### config.mk
export PLATFORM = sky130hd
export DESIGN_NAME = tile_debug_status_regs
export DESIGN_NICKNAME = d
export VERILOG_FILES = /design/src/common/tile_dbg_pkg.sv /design/src/hdl/tile_debug_status_regs.sv /design/src/hdl/osc_counter.sv /design/src/hdl/ibrk_match.sv
export SDC_FILE = /design/constraint.sdc
export NUM_CORES = 2
export LEC_CHECK = 0
export BUFFER_PORTS_ARGS = -buffer_cell sky130_fd_sc_hd__buf_2
export CAP_MARGIN = 20
export CORE_ASPECT_RATIO = 1.4
export CORE_MARGIN = 2
export CORE_UTILIZATION = 45
export CTS_CLUSTER_SIZE = 16
export DETAILED_ROUTE_END_ITERATION = 12
export GPL_TIMING_DRIVEN = 0
export MAX_ROUTING_LAYER = met4
export PLACE_DENSITY = 0.65
export SLEW_MARGIN = 20
export SYNTH_ARGS = -nofsm -noshare
export SYNTH_HDL_FRONTEND = slang
export SYNTH_SLANG_ARGS = --single-unit
### constraint.sdc
create_clock -name hclk -period 5.3 [get_ports hclk]
set_clock_uncertainty 0.15 [all_clocks]
set_input_delay 1.06 -clock hclk [delete_from_list [all_inputs] [get_ports hclk]]
set_output_delay 1.06 -clock hclk [all_outputs]
set_load 0.01 [all_outputs]
### src/common/tile_dbg_pkg.sv
// Purpose: shared constants for the tile debug status register bank
// Assumes: 32-bit register words, word index = byte address / 4
// Notes:   offsets are word indices; byte address is four times the index
package tile_dbg_pkg;
  // register word indices
  localparam logic [7:0] IDX_OSC_CTRL    = 8'h06;
  localparam logic [7:0] IDX_OSC_FIRST   = 8'h07;
  localparam logic [7:0] IDX_OSC_LAST    = 8'h0A;
  localparam logic [7:0] IDX_RAM_SIZE    = 8'h0C;
  localparam logic [7:0] IDX_SAVED_SR    = 8'h10;
  localparam logic [7:0] IDX_SAVED_PC    = 8'h11;
  localparam logic [7:0] IDX_SAVED_SP    = 8'h12;
  localparam logic [7:0] IDX_RD_THREAD   = 8'h13;
  localparam logic [7:0] IDX_RD_REG      = 8'h14;
  localparam logic [7:0] IDX_IRQ_CAUSE   = 8'h15;
  localparam logic [7:0] IDX_IRQ_INFO    = 8'h16;
  localparam logic [7:0] IDX_STOP_VEC    = 8'h18;
  localparam logic [7:0] IDX_SCRATCH_0   = 8'h20;
  localparam logic [7:0] IDX_SCRATCH_7   = 8'h27;
  localparam logic [7:0] IDX_IBRK_ADDR_0 = 8'h30;
  localparam logic [7:0] IDX_IBRK_ADDR_3 = 8'h33;
  localparam logic [7:0] IDX_IBRK_CTRL_0 = 8'h40;
  localparam logic [7:0] IDX_IBRK_CTRL_3 = 8'h43;
  // field layout
  localparam int OSC_CORE_EN_BIT   = 1;
  localparam int OSC_PERIPH_EN_BIT = 0;
  localparam int OSC_CNT_W         = 16;
  localparam int SR_W              = 11;
  localparam logic [10:0] SR_CAPTURE_MASK = 11'h7DF;   // bit 5 reserved
  localparam logic [10:0] SR_WRITE_MASK   = 11'h6DF;   // bit 8 read-only too
  localparam int CAUSE_CODE_LSB    = 0;
  localparam int CAUSE_THREAD_LSB  = 8;
  localparam int CAUSE_INDEX_LSB   = 16;
  localparam int RD_THREAD_W       = 8;
  localparam int RD_REG_W          = 5;
  localparam int STOP_W            = 8;
  localparam int IBRK_EN_BIT       = 0;
  localparam int IBRK_MASK_LSB     = 16;
  localparam int N_SCRATCH         = 8;
  localparam int N_IBRK            = 4;
  localparam int N_OSC             = 4;
  // reset values
  localparam logic [31:0] RST_WORD  = 32'h0000_0000;
  localparam logic [1:0]  RST_OSC   = 2'h0;
  localparam logic [31:0] RAM_BYTES = 32'h0004_0000;
  // debug interrupt causes
  typedef enum logic [2:0] {
    CAUSE_NONE   = 3'b000,
    CAUSE_HOST   = 3'b001,
    CAUSE_DEBUG_CALL_INSTRUCTION  = 3'b010,
    CAUSE_IBREAK = 3'b011,
    CAUSE_DWATCH = 3'b100,
    CAUSE_RWATCH = 3'b101
  } cause_t;

  // lowest set bit of a four-bit hit vector
  function automatic logic [1:0] lowest_hit(input logic [3:0] hits);
    logic [1:0] idx;
    idx = 2'h0;
    for (int i = 3; i >= 0; i--) begin
      if (hits[i]) idx = 2'(i);
    end
    return idx;
  endfunction : lowest_hit
endpackage : tile_dbg_pkg

### src/hdl/tile_debug_status_regs.sv
// Purpose: processor status / debug register bank of one tile, AHB-Lite slave
// Assumes: core signals are synchronous to hclk; word access only
// Notes:   zero wait states; reads come straight from the register flops
//
// Function
// - four read-only 16-bit oscillator counts
// - oscillator counts not cleared by reset
// - read-only ram size, bits 31:2
// - capture saved status on debug entry
// - status bits 0-4 as defined
// - status bits 6-10 as defined
// - capture saved program counter on entry
// - capture saved stack pointer on entry
// - record three-bit debug interrupt cause
// - record causing thread, zero for host
// - watchpoint address or resource id stored
// - stop vector blocks threads outside debug
// - eight scratch words shared with config
// - four breakpoint addresses raise debug interrupt
// - oscillator enables in control bits 1,0
//
// Decided for this implementation: the AHB-Lite slave port.
`timescale 1ns/1ps
module tile_debug_status_regs
  import tile_dbg_pkg::*;
#(
  parameter logic [31:0] RAM_SIZE = RAM_BYTES
)
(
  // clock and resets
  input  wire logic                  hclk,
  input  wire logic                  hresetn,
  input  wire logic                  por_n,
  // ahb-lite slave
  input  wire logic                  hsel,
  input  wire logic [31:0]           haddr,
  input  wire logic [1:0]            htrans,
  input  wire logic                  hwrite,
  input  wire logic [2:0]            hsize,
  input  wire logic [31:0]           hwdata,
  input  wire logic                  hready,
  output logic                       hreadyout,
  output logic                       hresp,
  output logic [31:0]                hrdata,
  // oscillators
  input  wire logic [N_OSC-1:0]      osc_tick,
  output logic                       osc_core_en,
  output logic                       osc_periph_en,
  // core state
  input  wire logic                  in_debug,
  input  wire logic                  dbg_enter,
  input  wire logic [2:0]            enter_cause,
  input  wire logic [7:0]            enter_thread,
  input  wire logic [3:0]            enter_hits,
  input  wire logic [31:0]           enter_info,
  input  wire logic [SR_W-1:0]       enter_sr,
  input  wire logic [31:0]           enter_pc,
  input  wire logic [31:0]           enter_sp,
  // issuing pc for breakpoints
  input  wire logic                  pc_valid,
  input  wire logic [31:0]           pc,
  input  wire logic [2:0]            pc_thread,
  output logic                       ibrk_req,
  output logic [1:0]                 ibrk_idx,
  // core controls
  output logic [STOP_W-1:0]          thread_stop,
  output logic [RD_THREAD_W-1:0]     rd_thread_sel,
  output logic [RD_REG_W-1:0]        rd_reg_sel,
  // tile config scratch port
  input  wire logic                  cfg_scr_we,
  input  wire logic [2:0]            cfg_scr_idx,
  input  wire logic [31:0]           cfg_scr_wdata,
  output logic [31:0]                cfg_scr_rdata
);
  logic [7:0]            wr_idx_r;
  logic                  wr_pend_r;
  logic [7:0]            rd_idx_r;
  logic                  rd_pend_r;
  logic                  wr_ok;
  logic                  dbg_wr;
  logic [1:0]            osc_ctrl_r;
  logic [SR_W-1:0]       saved_sr_r;
  logic [31:0]           saved_pc_r;
  logic [31:0]           saved_sp_r;
  logic [2:0]            cause_code_r;
  logic [1:0]            cause_idx_r;
  logic [7:0]            cause_thread_r;
  logic [31:0]           irq_info_r;
  logic [STOP_W-1:0]     stop_vec_r;
  logic [31:0]           scratch_r [N_SCRATCH];
  logic [31:0]           ibrk_addr_r [N_IBRK];
  logic [31:0]           ibrk_ctrl_r [N_IBRK];
  logic [OSC_CNT_W-1:0]  osc_count [N_OSC];
  logic                  ibrk_hit;
  logic [1:0]            ibrk_hit_idx;
  logic [31:0]           rd_nxt;
  logic                  is_host;
  logic                  has_index;

  // address phase: any active transfer is accepted; hsize is not checked
  always_ff @(posedge hclk or negedge hresetn) begin
    if (!hresetn) begin
      wr_pend_r <= 1'b0;
      rd_pend_r <= 1'b0;
      wr_idx_r  <= 8'h00;
      rd_idx_r  <= 8'h00;
    end else begin
      wr_pend_r <= hsel && htrans[1] && hready && hwrite;
      rd_pend_r <= hsel && htrans[1] && hready && !hwrite;
      if (hsel && htrans[1] && hready) begin
        wr_idx_r <= haddr[9:2];
        rd_idx_r <= haddr[9:2];
      end
    end
  end

  // never stalls, never errors; unmapped reads return zero
  assign hreadyout = 1'b1;
  assign hresp     = 1'b0;
  assign wr_ok     = wr_pend_r;
  assign dbg_wr    = wr_pend_r && in_debug;

  // oscillator control, writable at any time
  always_ff @(posedge hclk or negedge hresetn) begin
    if (!hresetn) osc_ctrl_r <= RST_OSC;
    else if (wr_ok && wr_idx_r == IDX_OSC_CTRL) osc_ctrl_r <= hwdata[1:0];
  end
  assign osc_core_en   = osc_ctrl_r[OSC_CORE_EN_BIT];
  assign osc_periph_en = osc_ctrl_r[OSC_PERIPH_EN_BIT];

  // counters, tile pair on the core enable, periph pair on the other
  for (genvar g = 0; g < N_OSC; g++) begin : g_osc
    osc_counter u_cnt (
      .hclk  (hclk),
      .por_n (por_n),
      .run   (g < 2 ? osc_core_en : osc_periph_en),
      .tick  (osc_tick[g]),
      .count (osc_count[g])
    );
  end

  // debug entry decode
  assign is_host   = enter_cause == CAUSE_HOST;
  assign has_index = enter_cause inside {CAUSE_IBREAK, CAUSE_DWATCH, CAUSE_RWATCH};

  // entry capture beats a same-cycle write
  always_ff @(posedge hclk or negedge hresetn) begin
    if (!hresetn) saved_sr_r <= '0;
    else if (dbg_enter) saved_sr_r <= enter_sr & SR_CAPTURE_MASK;
    else if (dbg_wr && wr_idx_r == IDX_SAVED_SR)
      saved_sr_r <= (saved_sr_r & ~SR_WRITE_MASK) | (hwdata[SR_W-1:0] & SR_WRITE_MASK);
  end

  always_ff @(posedge hclk or negedge hresetn) begin
    if (!hresetn) begin
      saved_pc_r <= RST_WORD;
      saved_sp_r <= RST_WORD;
    end else if (dbg_enter) begin
      saved_pc_r <= enter_pc;
      saved_sp_r <= enter_sp;
    end else begin
      if (dbg_wr && wr_idx_r == IDX_SAVED_PC) saved_pc_r <= hwdata;
      if (dbg_wr && wr_idx_r == IDX_SAVED_SP) saved_sp_r <= hwdata;
    end
  end

  always_ff @(posedge hclk or negedge hresetn) begin
    if (!hresetn) begin
      cause_code_r   <= CAUSE_NONE;
      cause_idx_r    <= 2'h0;
      cause_thread_r <= 8'h00;
    end else if (dbg_enter) begin
      cause_code_r   <= enter_cause;
      cause_idx_r    <= has_index ? lowest_hit(enter_hits) : 2'h0;
      cause_thread_r <= is_host ? 8'h00 : enter_thread;
    end else if (dbg_wr && wr_idx_r == IDX_IRQ_CAUSE) begin
      cause_code_r   <= hwdata[CAUSE_CODE_LSB +: 3];
      cause_idx_r    <= hwdata[CAUSE_INDEX_LSB +: 2];
      cause_thread_r <= hwdata[CAUSE_THREAD_LSB +: 8];
    end
  end

  always_ff @(posedge hclk or negedge hresetn) begin
    if (!hresetn) irq_info_r <= RST_WORD;
    else if (dbg_enter && enter_cause inside {CAUSE_DWATCH, CAUSE_RWATCH})
      irq_info_r <= enter_info;
    else if (!dbg_enter && dbg_wr && wr_idx_r == IDX_IRQ_INFO) irq_info_r <= hwdata;
  end

  // operands for the debug register read
  always_ff @(posedge hclk or negedge hresetn) begin
    if (!hresetn) begin
      rd_thread_sel <= '0;
      rd_reg_sel    <= '0;
    end else begin
      if (dbg_wr && wr_idx_r == IDX_RD_THREAD) rd_thread_sel <= hwdata[RD_THREAD_W-1:0];
      if (dbg_wr && wr_idx_r == IDX_RD_REG) rd_reg_sel <= hwdata[RD_REG_W-1:0];
    end
  end

  // stop vector register
  always_ff @(posedge hclk or negedge hresetn) begin
    if (!hresetn) stop_vec_r <= '0;
    else if (dbg_wr && wr_idx_r == IDX_STOP_VEC) stop_vec_r <= hwdata[STOP_W-1:0];
  end

  // gated by debug mode, so stepping works
  assign thread_stop = in_debug ? '0 : stop_vec_r;

  // one store, two ports; bus write wins a clash
  always_ff @(posedge hclk or negedge hresetn) begin
    if (!hresetn) begin
      for (int i = 0; i < N_SCRATCH; i++) scratch_r[i] <= RST_WORD;
    end else if (dbg_wr && wr_idx_r >= IDX_SCRATCH_0 && wr_idx_r <= IDX_SCRATCH_7) begin
      scratch_r[wr_idx_r[2:0]] <= hwdata;
    end else if (cfg_scr_we) begin
      scratch_r[cfg_scr_idx] <= cfg_scr_wdata;
    end
  end
  assign cfg_scr_rdata = scratch_r[cfg_scr_idx];

  // breakpoint address and control words
  always_ff @(posedge hclk or negedge hresetn) begin
    if (!hresetn) begin
      for (int i = 0; i < N_IBRK; i++) begin
        ibrk_addr_r[i] <= RST_WORD;
        ibrk_ctrl_r[i] <= RST_WORD;
      end
    end else if (dbg_wr) begin
      if (wr_idx_r >= IDX_IBRK_ADDR_0 && wr_idx_r <= IDX_IBRK_ADDR_3)
        ibrk_addr_r[wr_idx_r[1:0]] <= hwdata;
      if (wr_idx_r >= IDX_IBRK_CTRL_0 && wr_idx_r <= IDX_IBRK_CTRL_3)
        ibrk_ctrl_r[wr_idx_r[1:0]] <= hwdata & 32'h00FF_0001;
    end
  end

  ibrk_match u_match (
    .pc_valid  (pc_valid),
    .pc        (pc),
    .pc_thread (pc_thread),
    .addr      (ibrk_addr_r),
    .ctrl      (ibrk_ctrl_r),
    .hit       (ibrk_hit),
    .hit_idx   (ibrk_hit_idx)
  );

  // request pulse; the debugger itself is not re-trapped
  always_ff @(posedge hclk or negedge hresetn) begin
    if (!hresetn) begin
      ibrk_req <= 1'b0;
      ibrk_idx <= 2'h0;
    end else begin
      ibrk_req <= ibrk_hit && !in_debug;
      ibrk_idx <= ibrk_hit_idx;
    end
  end

  // read mux in data phase, so a write just before is already visible
  always_comb begin
    rd_nxt = 32'h0000_0000;
    if (rd_pend_r) begin
      if (rd_idx_r == IDX_OSC_CTRL) rd_nxt = {30'h0, osc_ctrl_r};
      else if (rd_idx_r >= IDX_OSC_FIRST && rd_idx_r <= IDX_OSC_LAST)
        rd_nxt = {16'h0000, osc_count[2'(rd_idx_r - IDX_OSC_FIRST)]};
      // ram size, low two bits reserved
      else if (rd_idx_r == IDX_RAM_SIZE) rd_nxt = {RAM_SIZE[31:2], 2'b00};
      else if (rd_idx_r == IDX_SAVED_SR) rd_nxt = {21'h0, saved_sr_r};
      else if (rd_idx_r == IDX_SAVED_PC) rd_nxt = saved_pc_r;
      else if (rd_idx_r == IDX_SAVED_SP) rd_nxt = saved_sp_r;
      else if (rd_idx_r == IDX_RD_THREAD) rd_nxt = {24'h0, rd_thread_sel};
      else if (rd_idx_r == IDX_RD_REG) rd_nxt = {27'h0, rd_reg_sel};
      else if (rd_idx_r == IDX_IRQ_CAUSE)
        rd_nxt = {14'h0, cause_idx_r, cause_thread_r, 5'h00, cause_code_r};
      else if (rd_idx_r == IDX_IRQ_INFO) rd_nxt = irq_info_r;
      else if (rd_idx_r == IDX_STOP_VEC) rd_nxt = {24'h0, stop_vec_r};
      else if (rd_idx_r >= IDX_SCRATCH_0 && rd_idx_r <= IDX_SCRATCH_7)
        rd_nxt = scratch_r[rd_idx_r[2:0]];
      else if (rd_idx_r >= IDX_IBRK_ADDR_0 && rd_idx_r <= IDX_IBRK_ADDR_3)
        rd_nxt = ibrk_addr_r[rd_idx_r[1:0]];
      else if (rd_idx_r >= IDX_IBRK_CTRL_0 && rd_idx_r <= IDX_IBRK_CTRL_3)
        rd_nxt = ibrk_ctrl_r[rd_idx_r[1:0]];
    end
  end
  assign hrdata = rd_nxt;
endmodule : tile_debug_status_regs

### src/hdl/osc_counter.sv
// Purpose: one ring oscillator count readout
// Assumes: tick is synchronous to hclk, one pulse per oscillator period
// Notes:   cleared only by power-on, never by the system reset
`timescale 1ns/1ps
module osc_counter
  import tile_dbg_pkg::*;
(
  // clock and power-on reset
  input  wire logic                 hclk,
  input  wire logic                 por_n,
  // counting
  input  wire logic                 run,
  input  wire logic                 tick,
  output logic [OSC_CNT_W-1:0]      count
);
  always_ff @(posedge hclk or negedge por_n) begin
    if (!por_n) count <= '0;
    else if (run && tick) count <= count + 1'b1;
  end
endmodule : osc_counter

### src/hdl/ibrk_match.sv
// Purpose: compare the issuing pc against four breakpoint addresses
// Assumes: pc_thread selects one bit of each per-thread enable mask
// Notes:   lowest matching breakpoint is reported
`timescale 1ns/1ps
module ibrk_match
  import tile_dbg_pkg::*;
(
  // issuing instruction
  input  wire logic                 pc_valid,
  input  wire logic [31:0]          pc,
  input  wire logic [2:0]           pc_thread,
  // breakpoint setup
  input  wire logic [31:0]          addr [N_IBRK],
  input  wire logic [31:0]          ctrl [N_IBRK],
  // result
  output logic                      hit,
  output logic [1:0]                hit_idx
);
  logic [N_IBRK-1:0] hits;

  always_comb begin
    for (int i = 0; i < N_IBRK; i++) begin
      hits[i] = pc_valid && ctrl[i][IBRK_EN_BIT]
             && ctrl[i][IBRK_MASK_LSB + int'(pc_thread)] && (pc == addr[i]);
    end
  end

  assign hit     = |hits;
  assign hit_idx = lowest_hit(hits);
endmodule : ibrk_match

; ---- Yosys cells after proc, flatten, opt, wreduce, memory -nomap -nowiden
; Cells that the tools add are included.
[classes]
magnitude_cmp = 16
bitwise_logic = 5
n_eq_ne = 18
n_addsub = 6
muxes = 79
n_reduce_logical = 56
[op_table]
columns = operator, count
row1 = $mux W32, 32
row2 = $bwmux W256, 2
row3 = $mux W256, 2
row4 = $bwmux W128, 2
row5 = $bmux W32 S3, 2
row6 = $demux W32 S3, 2
row7 = $bmux W32 S2, 2
row8 = $eq A32 B32 Y1, 4
row9 = $add A16 B1 Y16 const B, 4
row10 = $demux W32 S2, 1
row11 = $eq A8 B5 Y1 const B, 8
row12 = $logic_and A1 B1 Y1, 42
row13 = $bmux W16 S2, 1
row14 = $lt A32 B7 Y1 const B, 1
row15 = $mux W16, 2
row16 = $mux W8, 4
row17 = $mux W11, 2
row18 = $mux W2, 11
row19 = $bmux W1 S5, 4
row20 = $ge A8 B6 Y1 const B, 2
row21 = $le A8 B6 Y1 const B, 2
row22 = $reduce_bool A2 Y1, 7
row23 = $or A9 B11 Y11, 1
row24 = $eq A8 B3 Y1 const B, 1
row25 = 22 further kinds, 39
[totals]
ff_bits = 732

; ---- Depth between registers and ports, before layout
[logic_depth]
word_depth = 19
mapped_depth = 14

; ---- Hierarchy
; A second synthesis with hierarchy kept.
[unflattened]
cells_unflattened = 3352
hier_area_um2 = 35395.2
[by_module_without_submodules]
columns = module, n_inst, seq_area_each_um2, area_each_um2, cells_each
row1 = tile_debug_status_regs, 1, 14388.8, 30646.9, 2906
row2 = osc_counter, 4, 400.4, 753.2, 60
row3 = ibrk_match, 1, 0.0, 1735.4, 206

; ---- Worst setup path before layout
; OpenSTA, ideal clock, no wires.
[synth_path]
path_type = reg-to-output
from = register rd_idx_r[1]
to = output hrdata[11]
required_ps = 4090
stages_incl_launch_ff = 12
t_arrival_ps = 2910
n_path_buf = 6
setup_slack_ps = 1180
path_cell_list = dfrtp_1 > buf_2 > inv_1 > clkbuf_1 > clkbuf_1 > ha_1 > clkbuf_1 > clkbuf_1 > clkbuf_1 > a21oi_1 > o22a_1 > o31ai_1
[synth_between]
elab_chain_len = 19
elab_cells_between_ends = 53
cone_classes = add/sub: 1 / order compare: 8 / eq/ne: 10 / mux: 27 / bitwise: 3 / reduce/logical: 4
[synth_rtl]
columns = element, line_no
row1 = "start, declared", tile_debug_status_regs.sv:77  ; logic [7:0] rd_idx_r;
row2 = "start signal, assigned", tile_debug_status_regs.sv:112  ; rd_idx_r <= haddr[9:2];
row3 = branches (longest 17 deep; another with $ge A8 B7 Y1), n/a
row4 = $mux W32 *, tile_debug_status_regs.sv:262  ; if (rd_idx_r == IDX_OSC_CTRL) rd_nxt = {30'h0, osc_ctrl_r};
row5 = $mux W32 *, tile_debug_status_regs.sv:261  ; if (rd_pend_r) begin
row6 = "end, declared", tile_debug_status_regs.sv:44  ; output logic [31:0] hrdata,
; Mark *: on every way between the ends. The select of a mux whose other input is x is not followed.

; ---- Worst setup path in the final report
[layout_path]
from = register rd_idx_r[2]
to = output hrdata[30]
[layout_between]
elab_chain_len = 17
elab_cells_between_ends = 41
cone_classes = order compare: 8 / eq/ne: 10 / mux: 18 / bitwise: 1 / reduce/logical: 4
[layout_rtl]
columns = element, line_no
row1 = $ge A8 B7 Y1 (tied with other cells), tile_debug_status_regs.sv:280  ; else if (rd_idx_r >= IDX_IBRK_CTRL_0 && rd_idx_r <= IDX_IBRK_CTRL_3)
row2 = $logic_and A1 B1 Y1 or $bmux W32 S3 (tied branches), "tile_debug_status_regs.sv:280, tile_debug_status_regs.sv:277"
row3 = $mux W32 (on tied branches), "tile_debug_status_regs.sv:280, tile_debug_status_regs.sv:277"
row4 = $mux W32 (on tied branches), "tile_debug_status_regs.sv:278, tile_debug_status_regs.sv:277"
row5 = $mux W32, tile_debug_status_regs.sv:276  ; else if (rd_idx_r >= IDX_SCRATCH_0 && rd_idx_r <= IDX_SCRATCH_7)
row6 = $mux W32, tile_debug_status_regs.sv:275  ; else if (rd_idx_r == IDX_STOP_VEC) rd_nxt = {24'h0, stop_vec_r};
row7 = $mux W32, tile_debug_status_regs.sv:274  ; else if (rd_idx_r == IDX_IRQ_INFO) rd_nxt = irq_info_r;
row8 = $mux W32, tile_debug_status_regs.sv:272  ; else if (rd_idx_r == IDX_IRQ_CAUSE)
row9 = $mux W32, tile_debug_status_regs.sv:271  ; else if (rd_idx_r == IDX_RD_REG) rd_nxt = {27'h0, rd_reg_sel};
row10 = $mux W32, tile_debug_status_regs.sv:270  ; else if (rd_idx_r == IDX_RD_THREAD) rd_nxt = {24'h0, rd_thread_sel};
row11 = $mux W32, tile_debug_status_regs.sv:269  ; else if (rd_idx_r == IDX_SAVED_SP) rd_nxt = saved_sp_r;
row12 = $mux W32, tile_debug_status_regs.sv:268  ; else if (rd_idx_r == IDX_SAVED_PC) rd_nxt = saved_pc_r;
row13 = $mux W32, tile_debug_status_regs.sv:267  ; else if (rd_idx_r == IDX_SAVED_SR) rd_nxt = {21'h0, saved_sr_r};
row14 = $mux W32, tile_debug_status_regs.sv:266  ; else if (rd_idx_r == IDX_RAM_SIZE) rd_nxt = {RAM_SIZE[31:2], 2'b00};
row15 = $mux W32, tile_debug_status_regs.sv:263  ; else if (rd_idx_r >= IDX_OSC_FIRST && rd_idx_r <= IDX_OSC_LAST)
row16 = $mux W32 *, tile_debug_status_regs.sv:262
row17 = $mux W32 *, tile_debug_status_regs.sv:261
; Every way passes the cells marked *; elsewhere a longest branch is shown, timed or not. The select of a mux whose other input is x is not followed.

==> impl_metrics.toml <==
[cells_and_area]
drive_gt1_share_pct = 25.1
fillCellCount = 7346
fin_nets = 4092
final_cell_mix = "637 x dfrtp_1, 388 x buf_2, 356 x nand2_1"
layout_commonest_cell = "dfrtp_1"
syn_to_final_growth_pct = 16.1
design_area_um2 = 41400

[yosys]
async_reset_ff_share_pct = 100
synth_area_um2 = 35600
synthDominantCellAreaShare_pct = 44.9
ys_seq_area_share_pct = 44.9
synth_warnings = 0
synth.avg_cell_area_um2 = 10.4
ys.flop_type = "dfrtp_1"
netlist_instances = 3421
synth_nets = 3704
synth_area_leaders = "dfrtp_1 45%, mux2_2 7.2%, mux4_2 5.5%"
synth_edf_count = 0
ys_ff_latch = 639
ys_types = 79
yosys.area.top_type = "dfrtp_1"

[cts]
clock-sinks = 639
insertion_delay_ns = 0.66
ctsRootBufferMaster = "clkbuf_16"
htree_num_levels = 3
cts_hold_buf = 0
path_clk_slew_ns = 0.06
cts_tree = "done"
cts_buffer_depth = 3
cts_buffers = 68

[global_route]
use_met2_pct = 65.7
grt_overflow_total = 0
grt_pass1_vias = 33200
use_met3_pct = 14.9
met1_usage_pct = 50.7
grt_antenna_before_repair = 16
grt_max_degree = 92
gr-usage-all-layers_pct = 45.3
busiest_layer = "met2"
grt_first_pass_wirelength_mm = 252

[routing]
wl_per_cell_um = 36.8
drt-initial-drc-count = 5226
vias = 34100
routed_wl_mm = 181
routed_via_density = 6.92
drcViolationCount = 0
detail-route-antenna-nets = 0
dr.pass1.iters = 7

[timing]
slew_violations = 0
setup_viol = 9
min_period_over_period_pct = 104
worst_hold_slack_ns = 0.159
fin_crit_ns = 5.52
finalWorstSetupSlack_ns = -0.221
finalHoldViolCount = 0
grt_setup_unrepaired = "no"
max_freq_ghz = 0.181
finalSetupTns_ns = -0.477
tightestPinTransition_ns = 1.34
slew-limit-headroom_pct = 10.8

[placed_design]
hpwlAfterDp_mm = 131
dpl_cell_area_um2 = 38700
preCtsSetupSlack_ns = -1.25
gp_congestion = 1.05
io_buffers = 302

[floorplanning]
die_w_um = 242
fp-row-count = 122
die_h_um = 337
dieArea_um2 = 81400
ios = 367
start_util_pct = 45.2
core_area_um2 = 78800

[worst_setup_path]
cp-end-kind = "output port"
cp_max_fo = 10
cp.arrival_ns = 4.31
critPathKind = "reg -> out"
cp.required_ns = 4.09
startpoint_type = "flop"

[status]
outcome = "finished with violations"
violations = "negative setup slack"

[power_and_ir_drop]
peakVddDrop_mv = 0.272
p_leak_nw = 19.2
p_per_area_nw_per_um2 = 354
p_total_w = 0.0146

[worst_hold_path]
min_path_type = "in -> async"

[run]
max-cap-violations = 0
-- path summary, 6_finish.rpt --
| kind | start | endpoint | slack (ns) | cells after the start |
|---|---|---|---|---|
| worst max-delay path | rd_idx_r[2] | hrdata[30] | -0.22 | 9 |
| worst max register to register | rd_idx_r[0] | irq_info_r[12] | 1.39 | 11 |
| max in group asynchronous | hresetn | scratch_r[157] | 2.68 | 5 |
| worst min register to register | g_osc[3].u_cnt.count[15] | g_osc[3].u_cnt.count[15] | 0.33 | 1 |
| worst min-delay path | por_n | g_osc[0].u_cnt.count[13] | 0.16 | 1 |
| min in group hclk | g_osc[3].u_cnt.count[15] | g_osc[3].u_cnt.count[15] | 0.33 | 1 |
-- final cells by class --
cell class                 count  area (um^2)  share of cell area [%]
multi-input combinational   2371        18100                    43.7
sequential                   639        16000                    38.7
inverter                      94          357                   0.862
antenna                       17         42.5                   0.103
buffer                       315         1540                    3.73
clock inverter                21          245                   0.593
tap                         1054         1320                    3.19
clock buffer                  98         1980                    4.80
timing repair buffer         320         1820                    4.39
-- critical path, stage by stage, from the launching register on --
cell and delay [ns]:
dfrtp_1 0.33, buf_4 0.19, buf_2 0.40, buf_2 0.52, o221ai_1 0.22, a211oi_1 1.07, a221o_1 0.31, a22oi_1 0.15
a211oi_1 0.28, buf_2 0.18
-- cell usage after synthesis (all sizes together), types with 9 or more instances --
library cell  number
o211ai            10
a2bb2oi           15
a22oi            212
and3              20
nor2             232
o21ai            185
nand3             50
and2               9
a31oi              9
a21oi             93
xor2             113
nor3              22
a211oi            26
mux4              87
nor4              32
buf              130
o22ai             43
dfrtp            639
o221ai            85
mux2i            123
inv               93
nand2b            16
a221o            130
clkbuf           187
o21a               9
nand2            362
mux2             229
xnor2             70
nand4             59
nor2b             23
-- metal layers --
metal | vias to the layer above | part of all wire, %
met3 | 882 | 12
li1 | 13500 | -
met2 | 2761 | 43
met4 | 0 | 11
met5 | - | 0
met1 | 17000 | 34
-- cell families after synthesis --
| family | Yosys count | share of synthesized area, % |
|---|---|---|
| AO/OA/AOI/OAI | 879 | 18.0 |
| flip-flops | 639 | 44.9 |
| buffers and inverters | 411 | 4.99 |
| other | 2 | 0.0211 |
| multiplexers | 439 | 16.2 |
| AND/OR/NAND/NOR | 860 | 11.1 |
| XOR/XNOR | 183 | 4.50 |
| adder cells (fa/ha/maj) | 8 | 0.281 |
-- where the power goes --
part,switching [W],internal (W)
clock,0.00221,0.00281
sequential,0.000611,0.00548
combinational,0.00226,0.00127
-- registers in the layout (all words and copies together), names as in the netlist, 3 cells and up --
| signal | cells |
|---|---|
| cause_code_r | 3 |
| cause_thread_r | 8 |
| g_osc.u_cnt.count | 64 |
| ibrk_addr_r | 128 |
| ibrk_ctrl_r | 36 |
| irq_info_r | 32 |
| rd_idx_r | 8 |
| rd_reg_sel | 5 |
| rd_thread_sel | 8 |
| saved_pc_r | 32 |
| saved_sp_r | 32 |
| saved_sr_r | 10 |
| scratch_r | 256 |
| stop_vec_r | 8 |
-- stage by stage --
| stage | utilization, % | std cells |
|---|---|---|
| floorplan | - | 3421 |
| global placement | 48.8 | 4777 |
| detailed placement | 49.1 | 4787 |
| CTS | 52.3 | 4911 |
| global route | 52.5 | 4926 |
| finish | 52.5 | 4929 |
-- repair_timing --
item / in CTS / in global routing
buffers inserted: 7 / 0
setup endpoints to repair: 41 / 28
resized for setup: 61 / 34
hold endpoints to repair: 0 / 0
pin swaps: 1 / 0
(Power assumes the default switching activity.)
